--- src/hbcfg_regs.svh ---
// offsets, field positions and reset values of the bridge config header
`ifndef HBCFG_REGS_SVH
`define HBCFG_REGS_SVH

// =============================================================
// byte offsets in configuration space
`define HBCFG_OFF_CMD_LO 8'h04
`define HBCFG_OFF_CMD_HI 8'h05
`define HBCFG_OFF_STS_LO 8'h06
`define HBCFG_OFF_STS_HI 8'h07
`define HBCFG_OFF_REV 8'h08
`define HBCFG_OFF_SUB_CLASS 8'h0a
`define HBCFG_OFF_BASE_CLASS 8'h0b
`define HBCFG_OFF_LAT 8'h0d
`define HBCFG_OFF_LAYOUT 8'h0e
`define HBCFG_OFF_CAP_PTR 8'h34

// =============================================================
// bridge_status fields
`define HBCFG_STS_RESET 16'h0090
`define HBCFG_STS_SYSERR_BIT 14
`define HBCFG_STS_MABORT_BIT 13
`define HBCFG_STS_TABORT_BIT 12
`define HBCFG_STS_B2B_BIT 7
`define HBCFG_STS_CAPLIST_BIT 4
`define HBCFG_STS_FIXED 16'h0090

// =============================================================
// bridge_command fields
`define HBCFG_CMD_LO_FIXED 8'h06
`define HBCFG_CMD_ERRMSG_EN_BIT 8

// =============================================================
// fixed byte values and flag count
`define HBCFG_SUB_CLASS_VALUE 8'h00
`define HBCFG_BASE_CLASS_VALUE 8'h06
`define HBCFG_LAT_VALUE 8'h00
`define HBCFG_LAYOUT_VALUE 8'h00
`define HBCFG_CAP_PTR_RESET 8'h00
`define HBCFG_NUM_FLAGS 3

`endif

--- src/hbcfg_pkg.sv ---
// types shared by the bridge config header files
package hbcfg_pkg;
    typedef logic [7:0] hbcfg_byte_type;
    typedef enum logic [1:0]
    {
        HBCFG_FLAG_TABORT,
        HBCFG_FLAG_MABORT,
        HBCFG_FLAG_SYSERR
    } hbcfg_flag_type;
endpackage

--- src/hbcfg_flag.sv ---
// sticky status flag, cleared by a write of one, set wins
`timescale 1ns/1ns
module hbcfg_flag
(
    input wire logic clk,
    input wire logic rst_n,
    input wire logic set,
    input wire logic clear,
    output logic flag
);

    // =========================================================
    // flag storage
    always_ff @(posedge clk or negedge rst_n)
    begin
        if (!rst_n)
            flag <= 1'b0;
        else if (set)
            flag <= 1'b1;
        else if (clear)
            flag <= 1'b0;
    end

endmodule

--- src/hbcfg_top.sv ---
// configuration header registers of the host bridge, function 0
//
// What this block does
// - sent error message sets status bit 14
// - bit 14 clears only by writing one
// - master abort completion sets bit 13
// - target abort completion sets bit 12
// - bits 15, 11, 8 read zero
// - select timing bits 10:9 read 00
// - bit 7 reads one, fast back-to-back
// - bit 4 reads one, list at 34h
// - status resets to 0090h
// - only enabled errors set bit 14
// - revision byte read only
// - sub-class byte reads 00h
// - base class byte reads 06h
// - latency timer reads zero, ignores writes
// - header type reads zero, no storage
// - command bit 8 enables error messages
//
// config port carries one byte per strobe, low byte at even offset
// read data stand one cycle after the strobe, 00 otherwise
// read and write in one cycle: the read sees the old value
// writes to read-only offsets and bits fall away silently
// error message leaves one cycle after an enabled condition
// system error flag lands one cycle after the message
// abort flags land one cycle after their completion
// status flags: event sets, write of one clears, set wins
// command low byte is fixed at 06h
// command high byte bit 0 is the error message enable
// revision and capability pointer come from parameters
`include "hbcfg_regs.svh"
`timescale 1ns/1ns
module hbcfg_top
#(
    // revision code value is arbitrary
    parameter logic [7:0] REVISION_CODE = 8'h01,
    parameter logic [7:0] CAPABILITY_OFFSET = 8'ha0
)
(
    input wire logic clk,
    input wire logic rst_n,
    input wire logic [7:0] cfg_addr,
    input wire logic [7:0] cfg_wdata,
    input wire logic cfg_wr,
    input wire logic cfg_rd,
    output logic [7:0] cfg_rdata,
    output logic cfg_rvalid,
    input wire logic err_condition,
    input wire logic master_abort_cpl,
    input wire logic target_abort_cpl,
    output logic serr_message,
    output logic system_error_message_enable
);

    // =========================================================
    // declarations
    // address hits
    logic hit_cmd_lo;
    logic hit_cmd_hi;
    logic hit_sts_lo;
    logic hit_sts_hi;
    logic hit_rev;
    logic hit_sub_class;
    logic hit_base_class;
    logic hit_lat;
    logic hit_layout;
    logic hit_cap_ptr;

    // write strobes
    logic wr_cmd_hi;
    logic wr_sts_hi;

    // flag vectors, indexed by flag type
    logic [`HBCFG_NUM_FLAGS-1:0] flag_set;
    logic [`HBCFG_NUM_FLAGS-1:0] flag_clear;
    logic [`HBCFG_NUM_FLAGS-1:0] flag_value;

    // register images and read path
    logic [15:0] bridge_status;
    logic [15:0] bridge_command;
    hbcfg_pkg::hbcfg_byte_type next_rdata;

    // =========================================================
    // address match
    always_comb
    begin
        hit_cmd_lo = 1'b0;
        hit_cmd_hi = 1'b0;
        hit_sts_lo = 1'b0;
        hit_sts_hi = 1'b0;
        hit_rev = 1'b0;
        hit_sub_class = 1'b0;
        hit_base_class = 1'b0;
        hit_lat = 1'b0;
        hit_layout = 1'b0;
        hit_cap_ptr = 1'b0;
        // command bytes
        if (cfg_addr == `HBCFG_OFF_CMD_LO)
        begin
            hit_cmd_lo = 1'b1;
        end
        else if (cfg_addr == `HBCFG_OFF_CMD_HI)
        begin
            hit_cmd_hi = 1'b1;
        end
        // status bytes
        else if (cfg_addr == `HBCFG_OFF_STS_LO)
        begin
            hit_sts_lo = 1'b1;
        end
        else if (cfg_addr == `HBCFG_OFF_STS_HI)
        begin
            hit_sts_hi = 1'b1;
        end
        // identity and class bytes
        else if (cfg_addr == `HBCFG_OFF_REV)
        begin
            hit_rev = 1'b1;
        end
        else if (cfg_addr == `HBCFG_OFF_SUB_CLASS)
        begin
            hit_sub_class = 1'b1;
        end
        else if (cfg_addr == `HBCFG_OFF_BASE_CLASS)
        begin
            hit_base_class = 1'b1;
        end
        // fixed bytes
        else if (cfg_addr == `HBCFG_OFF_LAT)
        begin
            hit_lat = 1'b1;
        end
        else if (cfg_addr == `HBCFG_OFF_LAYOUT)
        begin
            hit_layout = 1'b1;
        end
        else if (cfg_addr == `HBCFG_OFF_CAP_PTR)
        begin
            hit_cap_ptr = 1'b1;
        end
    end

    // =========================================================
    // write strobes
    always_comb
    begin
        wr_cmd_hi = cfg_wr && hit_cmd_hi;
        wr_sts_hi = cfg_wr && hit_sts_hi;
    end

    // =========================================================
    // command enable bit
    always_ff @(posedge clk or negedge rst_n)
    begin
        if (!rst_n)
        begin
            system_error_message_enable <= 1'b0;
        end
        else if (wr_cmd_hi)
        begin
            system_error_message_enable <=
                cfg_wdata[`HBCFG_CMD_ERRMSG_EN_BIT-8];
        end
    end

    // =========================================================
    // error message toward the hub
    always_ff @(posedge clk or negedge rst_n)
    begin
        if (!rst_n)
        begin
            serr_message <= 1'b0;
        end
        // message gated by enable
        // one pulse per enabled condition cycle
        else
        begin
            serr_message <= err_condition && system_error_message_enable;
        end
    end

    // =========================================================
    // flag set events
    always_comb
    begin
        flag_set[hbcfg_pkg::HBCFG_FLAG_SYSERR] = serr_message;
        flag_set[hbcfg_pkg::HBCFG_FLAG_MABORT] = master_abort_cpl;
        flag_set[hbcfg_pkg::HBCFG_FLAG_TABORT] = target_abort_cpl;
    end

    // =========================================================
    // flag clears by writing one
    always_comb
    begin
        flag_clear[hbcfg_pkg::HBCFG_FLAG_SYSERR] =
            wr_sts_hi && cfg_wdata[`HBCFG_STS_SYSERR_BIT-8];
        flag_clear[hbcfg_pkg::HBCFG_FLAG_MABORT] =
            wr_sts_hi && cfg_wdata[`HBCFG_STS_MABORT_BIT-8];
        flag_clear[hbcfg_pkg::HBCFG_FLAG_TABORT] =
            wr_sts_hi && cfg_wdata[`HBCFG_STS_TABORT_BIT-8];
    end

    genvar gi;
    generate
        for (gi = 0; gi < `HBCFG_NUM_FLAGS; gi = gi + 1)
        begin : g_flag
            hbcfg_flag u_flag
            (
                .clk(clk),
                .rst_n(rst_n),
                .set(flag_set[gi]),
                .clear(flag_clear[gi]),
                .flag(flag_value[gi])
            );
        end
    endgenerate

    // =========================================================
    // status image
    always_comb
    begin
        bridge_status = `HBCFG_STS_FIXED;
        // flag bits from the sticky flags
        bridge_status[`HBCFG_STS_SYSERR_BIT] =
            flag_value[hbcfg_pkg::HBCFG_FLAG_SYSERR];
        bridge_status[`HBCFG_STS_MABORT_BIT] =
            flag_value[hbcfg_pkg::HBCFG_FLAG_MABORT];
        bridge_status[`HBCFG_STS_TABORT_BIT] =
            flag_value[hbcfg_pkg::HBCFG_FLAG_TABORT];
    end

    // =========================================================
    // command image
    always_comb
    begin
        bridge_command = {8'h00, `HBCFG_CMD_LO_FIXED};
        bridge_command[`HBCFG_CMD_ERRMSG_EN_BIT] =
            system_error_message_enable;
    end

    // =========================================================
    // read mux, unmapped offsets read 00
    always_comb
    begin
        next_rdata = 8'h00;
        if (hit_cmd_lo)
        begin
            next_rdata = bridge_command[7:0];
        end
        else if (hit_cmd_hi)
        begin
            next_rdata = bridge_command[15:8];
        end
        else if (hit_sts_lo)
        begin
            next_rdata = bridge_status[7:0];
        end
        else if (hit_sts_hi)
        begin
            next_rdata = bridge_status[15:8];
        end
        else if (hit_rev)
        begin
            next_rdata = REVISION_CODE;
        end
        else if (hit_sub_class)
        begin
            next_rdata = `HBCFG_SUB_CLASS_VALUE;
        end
        else if (hit_base_class)
        begin
            next_rdata = `HBCFG_BASE_CLASS_VALUE;
        end
        else if (hit_lat)
        begin
            next_rdata = `HBCFG_LAT_VALUE;
        end
        else if (hit_layout)
        begin
            next_rdata = `HBCFG_LAYOUT_VALUE;
        end
        else if (hit_cap_ptr)
        begin
            next_rdata = CAPABILITY_OFFSET;
        end
    end

    // =========================================================
    // read valid pulse
    always_ff @(posedge clk or negedge rst_n)
    begin
        if (!rst_n)
        begin
            cfg_rvalid <= 1'b0;
        end
        else
        begin
            cfg_rvalid <= cfg_rd;
        end
    end

    // =========================================================
    // read data, 00 between reads keeps port quiet
    always_ff @(posedge clk or negedge rst_n)
    begin
        if (!rst_n)
        begin
            cfg_rdata <= 8'h00;
        end
        else if (cfg_rd)
        begin
            cfg_rdata <= next_rdata;
        end
        else
        begin
            cfg_rdata <= 8'h00;
        end
    end

endmodule

--- config.mk ---
export PLATFORM = sky130hd
export DESIGN_NAME = hbcfg_top
export DESIGN_NICKNAME = d
export VERILOG_FILES = /design/src/hbcfg_pkg.sv /design/src/hbcfg_flag.sv /design/src/hbcfg_top.sv
export VERILOG_INCLUDE_DIRS = /design/src
export SDC_FILE = /design/constraint.sdc
export NUM_CORES = 1
export LEC_CHECK = 0
export ABC_AREA = 1
export BUFFER_PORTS_ARGS = -buffer_cell sky130_fd_sc_hd__buf_2
export CORE_MARGIN = 2
export CORE_UTILIZATION = 43
export DETAILED_ROUTE_END_ITERATION = 7
export MAX_ROUTING_LAYER = met4
export PLACE_DENSITY = 0.73
export RECOVER_POWER = 25
export REMOVE_ABC_BUFFERS = 1
export SKIP_CTS_REPAIR_TIMING = 1
export SLEW_MARGIN = 20
export SYNTH_ARGS = -nofsm -noshare
export SYNTH_HDL_FRONTEND = slang
export SYNTH_HIERARCHICAL = 1
export SYNTH_SLANG_ARGS = --single-unit
--- constraint.sdc ---
create_clock -name clk -period 0.95 [get_ports clk]
set_clock_uncertainty 0.2 [all_clocks]
set_input_delay 0.0475 -clock clk [delete_from_list [all_inputs] [get_ports clk]]
set_output_delay 0.0475 -clock clk [all_outputs]
set_load 0.005 [all_outputs]
* After elaboration in Yosys (flattened, before gate mapping)
Cells that the tools add are included.
** Storage, ports and cells
- Register bits :: 14
- Bits of input ports :: 23
- Output and inout bits :: 11
** Cells by class
- Equality and inequality tests :: 10
- Mux-type cells :: 72
- Reduce and logical (&&, ||, !) cells :: 9
** Operators by type and width (count)
- $mux 8 :: 11
- $mux 1 :: 61
- $eq 8x4->1 const B :: 5
- $eq 8x3->1 const B :: 4
- $eq 8x6->1 const B :: 1
- $logic_and 1x1->1 :: 6
- $reduce_bool 2->1 :: 3

* Longest topological paths before layout
Gate-level depths: netlist of the first run.
- Depth in word-level cells :: 22
- Mapped depth :: 8

* By module
The synthesis of the first run kept the hierarchy.
** Modules (own cells, without submodules)
- hbcfg_top :: times used 1, cells an instance 73, area each 574.3 um^2
- hbcfg_flag :: times used 3, cells an instance 5, area each 40.0 um^2

* Worst setup path before layout of the first run
Ideal clock, no wire load.
- Path type :: in2reg
- Start :: in cfg_addr[7]
- End :: reg g_flag[0].u_flag.flag
- Library setup time :: 0.116 ns
- Data arrival time :: 0.697 ns
- Required time :: 0.634 ns
- Setup slack :: -0.063 ns
- Cell stages on the path :: 8
- Cells stage by stage :: nor2_1 -> nand2_2 -> inv_4 -> nand2_4 -> nor3b_2 -> inv_1 -> nand2_1 -> nand2_1
** Between the ends
- Word-level cells in the longest chain between the ends :: 8
- Elaborated cells between the ends (all ways) :: 11
- Those cells by class :: eq/ne (4); mux (4); reduce/logical (3)
** RTL lines
- start: declaration :: RTL line hbcfg_top.sv:43 : input wire logic [7:0] cfg_addr,
- $eq 8x3->1 (no line)
- $mux 1 :: RTL line hbcfg_top.sv:112 : else if (cfg_addr == `HBCFG_OFF_STS_HI)
- $mux 1 :: RTL line hbcfg_top.sv:108 : else if (cfg_addr == `HBCFG_OFF_STS_LO)
- $mux 1 :: RTL line hbcfg_top.sv:103 : else if (cfg_addr == `HBCFG_OFF_CMD_HI)
- $mux 1 * :: RTL line hbcfg_top.sv:99 : if (cfg_addr == `HBCFG_OFF_CMD_LO)
- $logic_and 1x1->1 * :: RTL line hbcfg_top.sv:149 : wr_sts_hi = cfg_wr && hit_sts_hi;
- $logic_and 1x1->1 * :: RTL line hbcfg_top.sv:201 : wr_sts_hi && cfg_wdata[`HBCFG_STS_TABORT_BIT-8];
- named net flag_clear[0] :: RTL line hbcfg_top.sv:76 : logic [`HBCFG_NUM_FLAGS-1:0] flag_clear;
- $reduce_bool 2->1 (no line) *
- end signal: assignment :: RTL line hbcfg_flag.sv:17 : flag <= 1'b0;
- end signal: assignment :: RTL line hbcfg_flag.sv:19 : flag <= 1'b1;
- end signal: assignment :: RTL line hbcfg_flag.sv:21 : flag <= 1'b0;
- end: declaration :: RTL line hbcfg_flag.sv:9 : output logic flag
Mark *: on every way through the listed nets, which the timed path passes. The rest lies on a longest branch.
A chain may end at the register's enable or synchronous reset.

* Worst setup path in the final report of the first run
- Start :: reg system_error_message_enable
- End :: out system_error_message_enable
** RTL lines
- start: declaration :: RTL line hbcfg_top.sv:53 : output logic system_error_message_enable
- start signal: assignment :: RTL line hbcfg_top.sv:162 : system_error_message_enable <=
No word-level cell between the ends.

==> impl_metrics.py, run 1 <==
metrics = {
    "sta": {
        "finalCritPeriodShare_pct": 112,
        "holdWs_ns": -0.316,
        "report.final.hold_viol_count": 21,
        "min_period_ns": 1.06,
        "fmax_ghz": 0.940,
        "setup_viol": 11,
        "finalSetupTns_ns": -0.683,
        "drv_slew": 0,
        "rsz0062_at_grt": "true",
        "setup_slack_ns": -0.114,
    },
    "critical_path": {
        "cp-end-kind": "output pin",
        "critical_path_required_ns": 0.70,
        "cp_num_buf_inv": 1,
        "crit_path_cell_trace": "buf_2",
        "slowest_stage": "dfrtp_1",
        "arrival_ns": 0.82,
        "r2r.worst_path.cells": 3,
        "crit_family": "flip-flops",
        "max_stage_delay_ns": 0.40,
        "critical_path.max_fanout": 3,
        "critical_path_class": "reg2out",
        "startpoint_type": "register",
        "critical_path_depth": 1,
    },
    "placement": {
        "gp_congestion": 0.782,
        "numPortBuffers": 28,
        "hpwlAfterDp_um": 1150,
        "dp_cells": 141,
    },
    "synth": {
        "seq_area_frac_synth_pct": 43.2,
        "synth-xor-area-share_pct": 0,
        "synth_top_family_by_area": "simple AND/OR/NAND/NOR gates",
        "synth.area.mux_share_pct": 0,
        "yosys.area_share.adder_pct": 0,
        "synth_cells": 88,
        "synthSimpleGateAreaFrac_pct": 41.1,
        "synth-seq-cells": 12,
        "synth_warnings": 6,
        "synthDistinctLibCells": 18,
        "synth-compound-area-share_pct": 3.42,
        "mappedNetlistArea_um2": 694,
        "avgSynthCellArea_um2": 7.89,
    },
    "pwr": {
        "power_frac_seq_pct": 46.6,
        "p_clk_share_pct": 37.2,
        "intPower_uw": 844,
        "p_sw_share_pct": 24.6,
        "p_switching_uw": 275,
        "combinationalPowerShare_pct": 16.2,
        "power_density_nw_per_um2": 1080,
        "leakage_uw": 0.000592,
        "peakVddDrop_mv": 0.734,
    },
    "route": {
        "via_count": 683,
        "drc": 0,
        "ant_nets": 0,
        "drt-wirelength-per-cell_um": 10.0,
        "first_pass_iters": 4,
        "routed_wl_um": 1540,
        "viasPerCell": 4.46,
        "drt-initial-drc-count": 7,
    },
    "layout": {
        "instances_no_fill": 153,
        "multi_input_area_um2": 318,
        "seq_area_um2": 300,
        "final_cell_mix": "27 x buf_2, 20 x nand2_1, 14 x inv_1",
        "n_fill_cell": 119,
        "final_nets": 161,
        "diodes": 0,
        "layout_commonest_cell": "buf_2",
        "area_delta_synth_final_pct": 49.6,
        "drive_above_1_share_pct": 47.4,
    },
    "floorplan": {
        "die-area_um2": 1950,
        "die_y_um": 44.2,
        "io_pins": 34,
        "start_util_pct": 46.1,
        "core-area_um2": 1510,
        "rows": 14,
        "fp.dieW_um": 44.2,
    },
    "flow_run": {
        "drv_cap": 0,
    },
    "clock_network": {
        "cts_root_buffer": "clkbuf_4",
        "cts_tree": "yes",
        "clock-sinks": 12,
        "clock_path_buffers": 2,
        "clk_pin_slew_ns": 0.08,
        "cts_buffers": 3,
        "clock_latency_ns": 0.28,
        "cts-htree-levels": 1,
    },
    "min_path": {
        "hold_depth": 1,
        "holdCritPathClass": "in2reg",
    },
    "grt": {
        "grt_pass1_vias": 635,
        "grt.total_usage_pct": 17.9,
        "grt_antenna_before_repair": 0,
        "grt_pass1_wl_um": 2440,
        "grt_max_degree": 13,
        "grt-ovfl-total": 0,
    },
    "run_status": {
        "status": "finished with violations",
        "violations": "negative hold slack, negative setup slack",
    },
}
==> cell families (layout without fill, tap and decap cells) <==
logic type,after synthesis,in the layout
AO/OA/AOI/OAI,4,4
buffers and inverters,19,68
flip-flops,12,12
other,1,1
AND/OR/NAND/NOR,52,52
==> stage by stage <==
stage          utilization (%)  total power (uW)  setup WS (ns)  cell area (um2)  hold slack [ns]
2_1_floorplan                -               595        -0.0629              679           -0.448
3_5_place_dp              61.2               689         -0.191              922           -0.265
6_report                  68.9              1120         -0.114             1040           -0.316
5_1_grt                   68.9              1170         -0.141             1040           -0.321
4_1_cts                   63.6              1090         -0.136              958           -0.562
3_3_place_gp              61.2               683         -0.158              922           -0.274
==> path summary, 6_finish.rpt <==
kind                                                    startpoint                                 to  slack [ns]
hold reg to reg                  g_flag[2].u_flag/flag$_DFFE_PN0P_  g_flag[2].u_flag/flag$_DFFE_PN0P_        0.27
setup reg to reg           system_error_message_enable$_DFFE_PN0P_             cfg_rdata[0]$_DFF_PN0_       -0.02
hold / removal                                              cfg_rd               cfg_rvalid$_DFF_PN0_       -0.32
max in group asynchronous                                    rst_n  g_flag[0].u_flag/flag$_DFFE_PN0P_        0.35
min in group asynchronous                                    rst_n             cfg_rdata[0]$_DFF_PN0_       -0.02
setup / recovery           system_error_message_enable$_DFFE_PN0P_        system_error_message_enable       -0.11
==> final cells by class <==
type | count | area share (%)
Clock buffer | 4 | 3.49
Inverter | 17 | 6.39
Multi-Input combinational cell | 57 | 30.6
Sequential cell | 12 | 28.9
Tap cell | 16 | 1.93
Timing Repair Buffer | 47 | 28.7
==> layer usage <==
| metal | wire [um] | global-route usage [%] |
|---|---|---|
| met5 | 0 | - |
| met4 | 37 | 9.09 |
| met3 | 82 | 4.08 |
| met2 | 838 | 30.9 |
| met1 | 578 | 19.0 |
==> registers in the layout (all words and copies together) (netlist names) <==
| register | flops |
|---|---|
| cfg_rdata | 6 |
| g_flag.u_flag/flag | 3 |
| cfg_rvalid | 1 |
| serr_message | 1 |
| system_error_message_enable | 1 |
==> synth_stat cells <==
cell / n / area share (%)
nor3_1: 1 / 0.72
nand2_1: 20 / 11
nor2_2: 1 / 0.90
dfrtp_1: 12 / 43
nand2_4: 1 / 1.6
inv_4: 1 / 0.90
a21oi_1: 2 / 1.4
buf_4: 2 / 2.2
nor2_1: 11 / 5.9
nor3b_2: 4 / 7.2
nand3_1: 5 / 3.6
nand2_2: 6 / 5.4
conb_1: 1 / 0.54
nor2_4: 3 / 4.9
inv_1: 14 / 7.6
o21ai_0: 1 / 0.72
inv_2: 2 / 1.1
a21oi_2: 1 / 1.3
==> power by group through the flow <==
stage / Combinational, uW / Sequential (uW) / Clock, uW
6_report: 181 / 522 / 416
5_1_grt: 204 / 523 / 439
4_1_cts: 157 / 522 / 410
3_5_place_dp: 156 / 533 / 0
3_3_place_gp: 150 / 533 / 0
2_1_floorplan: 61.2 / 533 / 0
(Power assumes the default switching activity.)
==> run 2: changes to the inputs <==
--- a/config.mk
+++ b/config.mk
@@ -8,8 +8,11 @@
 export LEC_CHECK = 0
 export ABC_AREA = 1
 export BUFFER_PORTS_ARGS = -buffer_cell sky130_fd_sc_hd__buf_2
+export CELL_PAD_IN_SITES_DETAIL_PLACEMENT = 0
+export CELL_PAD_IN_SITES_GLOBAL_PLACEMENT = 2
+export CORE_ASPECT_RATIO = 2
 export CORE_MARGIN = 2
-export CORE_UTILIZATION = 43
+export CORE_UTILIZATION = 23
 export DETAILED_ROUTE_END_ITERATION = 7
 export MAX_ROUTING_LAYER = met4
 export PLACE_DENSITY = 0.73
==> run 2 against run 1 <==
The flow still finishes with violations (negative hold slack, negative setup slack); worst hold slack improved by 0.047 ns; critical path depth stayed put; wire length is 3.8% higher; register-to-register slack improved by 0.03 ns; setup slack gained 0.084 ns; via count is 1.0% lower.
==> impl_metrics.py, run 2 (synthesis results as in run 1) <==
metrics = {
    "run_status": {
        "status": "finished with violations",
        "violations": "negative hold slack, negative setup slack",
    },
    "pwr": {
        "fin_total_pwr_uw": 1150,
        "power_density_nw_per_um2": 1100,
        "p_sw_share_pct": 22.8,
        "peakVddDrop_mv": 0.301,
        "power_frac_seq_pct": 45.4,
        "leakage_uw": 0.000584,
        "combinationalPowerShare_pct": 15.9,
        "p_clk_share_pct": 38.7,
        "intPower_uw": 890,
        "p_switching_uw": 262,
    },
    "critical_path": {
        "r2r_end": "cfg_rdata[0]$_DFF_PN0_",
        "arrival_ns": 0.73,
        "timing.rr.start": "system_error_message_enable$_DFFE_PN0P_",
        "critical_path_class": "reg2out",
        "critical_path_depth": 1,
        "critical_path_required_ns": 0.70,
        "critical_path.max_fanout": 2,
        "crit_family": "flip-flops",
        "critical_path.startpoint": "system_error_message_enable$_DFFE_PN0P_",
        "endpoint": "system_error_message_enable",
        "crit_path_cell_trace": "buf_2",
        "r2r.worst_path.cells": 3,
        "cp-end-kind": "output pin",
        "startpoint_type": "register",
        "max_stage_delay_ns": 0.37,
        "slowest_stage": "dfrtp_1",
        "cp_num_buf_inv": 1,
        "r2r_slack_ns": 0.01,
    },
    "layout": {
        "drive_above_1_share_pct": 47.4,
        "regMostFlops": "cfg_rdata",
        "area_delta_synth_final_pct": 51.2,
        "diodes": 0,
        "final_cell_mix": "26 x buf_2, 20 x nand2_1, 14 x inv_1",
        "layout_commonest_cell": "buf_2",
        "final_nets": 158,
        "reg.largest.list": "cfg_rdata: 6 flops, g_flag.u_flag/flag: 3 flops",
        "largest_reg_flops": 6,
    },
    "route": {
        "viasPerCell": 4.15,
        "drt-wirelength-per-cell_um": 9.79,
        "ant_nets": 0,
        "first_pass_iters": 4,
        "drt-initial-drc-count": 9,
        "drc": 0,
        "via_count": 676,
        "routed_wl_um": 1600,
    },
    "floorplan": {
        "fp.dieW_um": 42.9,
        "die-area_um2": 3500,
        "start_util_pct": 23.9,
        "rows": 28,
        "die_y_um": 81.7,
        "core-area_um2": 2910,
        "io_pins": 34,
    },
    "sta": {
        "finalSetupTns_ns": -0.117,
        "fmax_ghz": 1.02,
        "holdWs_ns": -0.269,
        "report.final.hold_viol_count": 7,
        "drv_slew": 0,
        "setup_slack_ns": -0.0302,
        "rsz0062_at_grt": "true",
        "min_period_ns": 0.980,
        "finalCritPeriodShare_pct": 103,
        "setup_viol": 7,
    },
    "grt": {
        "grt-ovfl-total": 0,
        "grt_pass1_wl_um": 2620,
        "grt_max_degree": 13,
        "grt_pass1_vias": 646,
        "grt.total_usage_pct": 10.2,
        "grt_antenna_before_repair": 0,
    },
    "clock_network": {
        "clock_latency_ns": 0.23,
        "cts_tree": "yes",
        "cts_root_buffer": "clkbuf_8",
        "clk_pin_slew_ns": 0.05,
        "cts-htree-levels": 1,
        "cts_buffers": 3,
        "clock_path_buffers": 2,
        "clock-sinks": 12,
    },
    "placement": {
        "hpwlAfterDp_um": 1370,
        "numPortBuffers": 28,
        "gp_congestion": 0.787,
    },
    "flow_run": {
        "drv_cap": 0,
    },
    "min_path": {
        "holdCritPathClass": "in2reg",
        "hold_path.startpoint": "cfg_rd",
    },
}
==> run 2: how the worst min path moves through the flow <==
stage	end	slack [ns]	depth (start not counted)
after floorplan	cfg_rdata[0]$_DFF_PN0_	-0.45	0
after global placement	g_flag[2].u_flag/flag$_DFFE_PN0P_	-0.27	1
after detailed placement	system_error_message_enable$_DFFE_PN0P_	-0.26	1
after CTS	system_error_message_enable$_DFFE_PN0P_	-0.51	1
after global routing	cfg_rvalid$_DFF_PN0_	-0.28	1
final	cfg_rvalid$_DFF_PN0_	-0.27	1
==> run 2: final cells by class <==
cell class / instances / area, um2
multi-input combinational: 57 / 323
tap: 30 / 37.5
sequential: 12 / 300
fill: 319 / 1860
inverter: 17 / 68.8
clock buffer: 3 / 41.3
timing repair buffer: 44 / 279
==> run 2: routing by layer <==
metal / track usage, % / share of wire, %
met1: 8.53 / 32
met2: 19.5 / 58
met3: 1.76 / 8.0
met4: 6.56 / 1.8
met5: - / 0
==> run 2: power by group through the flow <==
stage	sequential, uW	combinational [uW]	clock, uW
after floorplan	533	61.2	0
after global placement	533	152	0
after detailed placement	533	154	0
after CTS	525	154	460
after global routing	524	206	482
final	523	183	446
==> run 2: per-stage QoR <==
| step | util, % | cell area, um2 | std cells | setup WS (ns) | hold slack [ns] |
|---|---|---|---|---|---|
| final | 36.1 | 1050 | 163 | -0.0302 | -0.269 |
| after global routing | 36.1 | 1050 | 163 | -0.0563 | -0.277 |
| after CTS | 33.0 | 958 | 155 | -0.100 | -0.513 |
| after detailed placement | 31.5 | 917 | 152 | -0.199 | -0.261 |
| after global placement | 31.5 | 917 | 152 | -0.204 | -0.267 |
| after floorplan | - | 679 | 86 | -0.0629 | -0.448 |
==> run 3: changes to the inputs <==
--- a/config.mk
+++ b/config.mk
@@ -12,10 +12,11 @@
 export CELL_PAD_IN_SITES_GLOBAL_PLACEMENT = 2
 export CORE_ASPECT_RATIO = 2
 export CORE_MARGIN = 2
-export CORE_UTILIZATION = 23
+export CORE_UTILIZATION = 21
 export DETAILED_ROUTE_END_ITERATION = 7
+export GPL_TIMING_DRIVEN = 0
 export MAX_ROUTING_LAYER = met4
-export PLACE_DENSITY = 0.73
+export PLACE_DENSITY = 0.7
 export RECOVER_POWER = 25
 export REMOVE_ABC_BUFFERS = 1
 export SKIP_CTS_REPAIR_TIMING = 1
==> constraint.sdc (replaced) <==
create_clock -name clk -period 0.88 [get_ports clk]
set_clock_uncertainty 0.2 [all_clocks]
set_input_delay 0.044 -clock clk [delete_from_list [all_inputs] [get_ports clk]]
set_output_delay 0.044 -clock clk [all_outputs]
set_load 0.005 [all_outputs]
==> run 3 against run 2 <==
The flow still finishes with violations (negative hold slack, negative setup slack); global-route usage fell by 1.0 points; non-clock buffer count fell by 6; cell area rose by 1.8%; worst hold slack barely moved; register-to-register slack got worse by 0.09 ns; sequential power rose by 8.2%; wire length fell by 6.9%; power rose by 16%; die area rose by 8.8%.
==> impl_metrics.py, run 3 (synthesis results as in run 1) <==
metrics = {
    "run_status": {
        "violations": "negative hold slack, negative setup slack",
        "status": "finished with violations",
    },
    "pwr": {
        "combinationalPowerShare_pct": 14.9,
        "intPower_uw": 1050,
        "p_clk_share_pct": 42.8,
        "power_frac_seq_pct": 42.3,
        "peakVddDrop_mv": 0.662,
        "p_switching_uw": 282,
        "p_sw_share_pct": 21.1,
        "power_density_nw_per_um2": 1250,
        "leakage_uw": 0.000585,
    },
    "critical_path": {
        "cp-end-kind": "output pin",
        "startpoint_type": "register",
        "crit_path_cell_trace": "buf_2",
        "timing.rr.start": "system_error_message_enable$_DFFE_PN0P_",
        "crit_family": "flip-flops",
        "critical_path.max_fanout": 4,
        "max_stage_delay_ns": 0.40,
        "critical_path.startpoint": "system_error_message_enable$_DFFE_PN0P_",
        "arrival_ns": 0.77,
        "slowest_stage": "dfrtp_1",
        "critical_path_required_ns": 0.64,
        "critical_path_class": "reg2out",
        "cp_num_buf_inv": 1,
    },
    "layout": {
        "instances_no_fill": 159,
        "final_nets": 152,
        "layout_commonest_cell": "buf_2",
        "reg.largest.list": "cfg_rdata: 6 flops, g_flag.u_flag/flag: 3 flops",
        "largest_reg_flops": 6,
        "diodes": 0,
        "final_cell_mix": "21 x buf_2, 20 x nand2_1, 14 x inv_1",
        "n_fill_cell": 353,
        "drive_above_1_share_pct": 46.1,
        "area_delta_synth_final_pct": 53.9,
        "regMostFlops": "cfg_rdata",
    },
    "clock_network": {
        "cts_root_buffer": "clkbuf_8",
        "clock_path_buffers": 2,
        "clock_latency_ns": 0.23,
        "cts_buffers": 3,
        "clk_pin_slew_ns": 0.05,
        "clock-sinks": 12,
        "cts-htree-levels": 1,
        "cts_tree": "yes",
    },
    "route": {
        "viasPerCell": 4.12,
        "drt-initial-drc-count": 3,
        "drc": 0,
        "ant_nets": 0,
        "routed_wl_um": 1490,
        "drt-wirelength-per-cell_um": 9.34,
        "via_count": 655,
        "first_pass_iters": 4,
    },
    "placement": {
        "gp_congestion": 0.723,
        "dp_cells": 145,
        "numPortBuffers": 28,
        "hpwlAfterDp_um": 1290,
    },
    "sta": {
        "setup_slack_ns": -0.131,
        "rsz0062_at_grt": "true",
        "fmax_ghz": 0.989,
        "drv_slew": 0,
        "report.final.hold_viol_count": 10,
        "holdWs_ns": -0.268,
        "finalCritPeriodShare_pct": 115,
        "min_period_ns": 1.01,
        "finalSetupTns_ns": -0.922,
        "setup_viol": 13,
    },
    "min_path": {
        "holdCritPathClass": "in2reg",
        "hold_path.startpoint": "cfg_rd",
    },
    "floorplan": {
        "core-area_um2": 3160,
        "start_util_pct": 22.0,
        "rows": 29,
        "die-area_um2": 3810,
        "die_y_um": 85.3,
        "io_pins": 34,
        "fp.dieW_um": 44.7,
    },
    "grt": {
        "grt_max_degree": 13,
        "grt_pass1_wl_um": 2500,
        "grt.total_usage_pct": 9.12,
        "grt_pass1_vias": 581,
        "grt_antenna_before_repair": 0,
        "grt-ovfl-total": 0,
    },
    "flow_run": {
        "drv_cap": 0,
    },
}
[run 3: changes by cell type in the layout (fill, tap and decap cells not counted), moves of 2 or more]
cell    change
nor2_2      -2
inv_4       -2
buf_2       -5
nor2_4      +2
buf_6       +3
inv_6       +2
buf_4       -4
[run 3: metal layers]
layer	vias up	share of wire, %	track usage, %
met5	-	0	-
met4	0	2.3	5.79
met3	2	5.8	1.28
met2	19	60	16.1
met1	294	32	8.62
li1	340	-	-
[run 3: area by class of cell]
class,instances,area [um2],share of cell area [%]
Clock buffer,4,55.1,5.15
Inverter,17,73.8,6.91
Multi-Input combinational cell,57,338,31.6
Sequential cell,12,300,28.1
Tap cell,31,38.8,3.63
Timing Repair Buffer,38,263,24.6
[run 3: per-stage QoR]
stage	hold WS (ns)	utilization [%]	cell area, um2	worst slack [ns]	total power [uW]
2_1_floorplan	-0.452	-	679	-0.129	642
3_3_place_gp	-0.270	27.2	858	-0.348	719
3_5_place_dp	-0.269	27.2	858	-0.351	721
4_1_cts	-0.518	28.9	913	-0.157	1300
5_1_grt	-0.277	33.8	1070	-0.160	1410
6_report	-0.268	33.8	1070	-0.131	1340
[run 3: path summary, 6_finish.rpt]
kind	to	cells after the start	slack [ns]
hold reg to reg	g_flag[2].u_flag/flag$_DFFE_PN0P_	2	0.26
max in group asynchronous	cfg_rdata[2]$_DFF_PN0_	2	0.24
setup reg to reg	cfg_rdata[0]$_DFF_PN0_	3	-0.08
hold / removal	cfg_rvalid$_DFF_PN0_	1	-0.27
min in group asynchronous	system_error_message_enable$_DFFE_PN0P_	2	0.02
setup / recovery	system_error_message_enable	1	-0.13
[run 3: power groups by stage]
stage / Sequential [uW] / Clock (uW) / Combinational [uW]
global placement: 575 / 0 / 144
global route: 566 / 624 / 223
CTS: 566 / 588 / 146
detailed placement: 575 / 0 / 146
floorplan: 576 / 0 / 66.1
finish: 566 / 572 / 199
[run 3: worst register-to-register path: stages (launching register included)]
cell and delay [ns]:
dfrtp_1 0.40, buf_4 0.15, nand2_2 0.06, a21oi_2 0.04
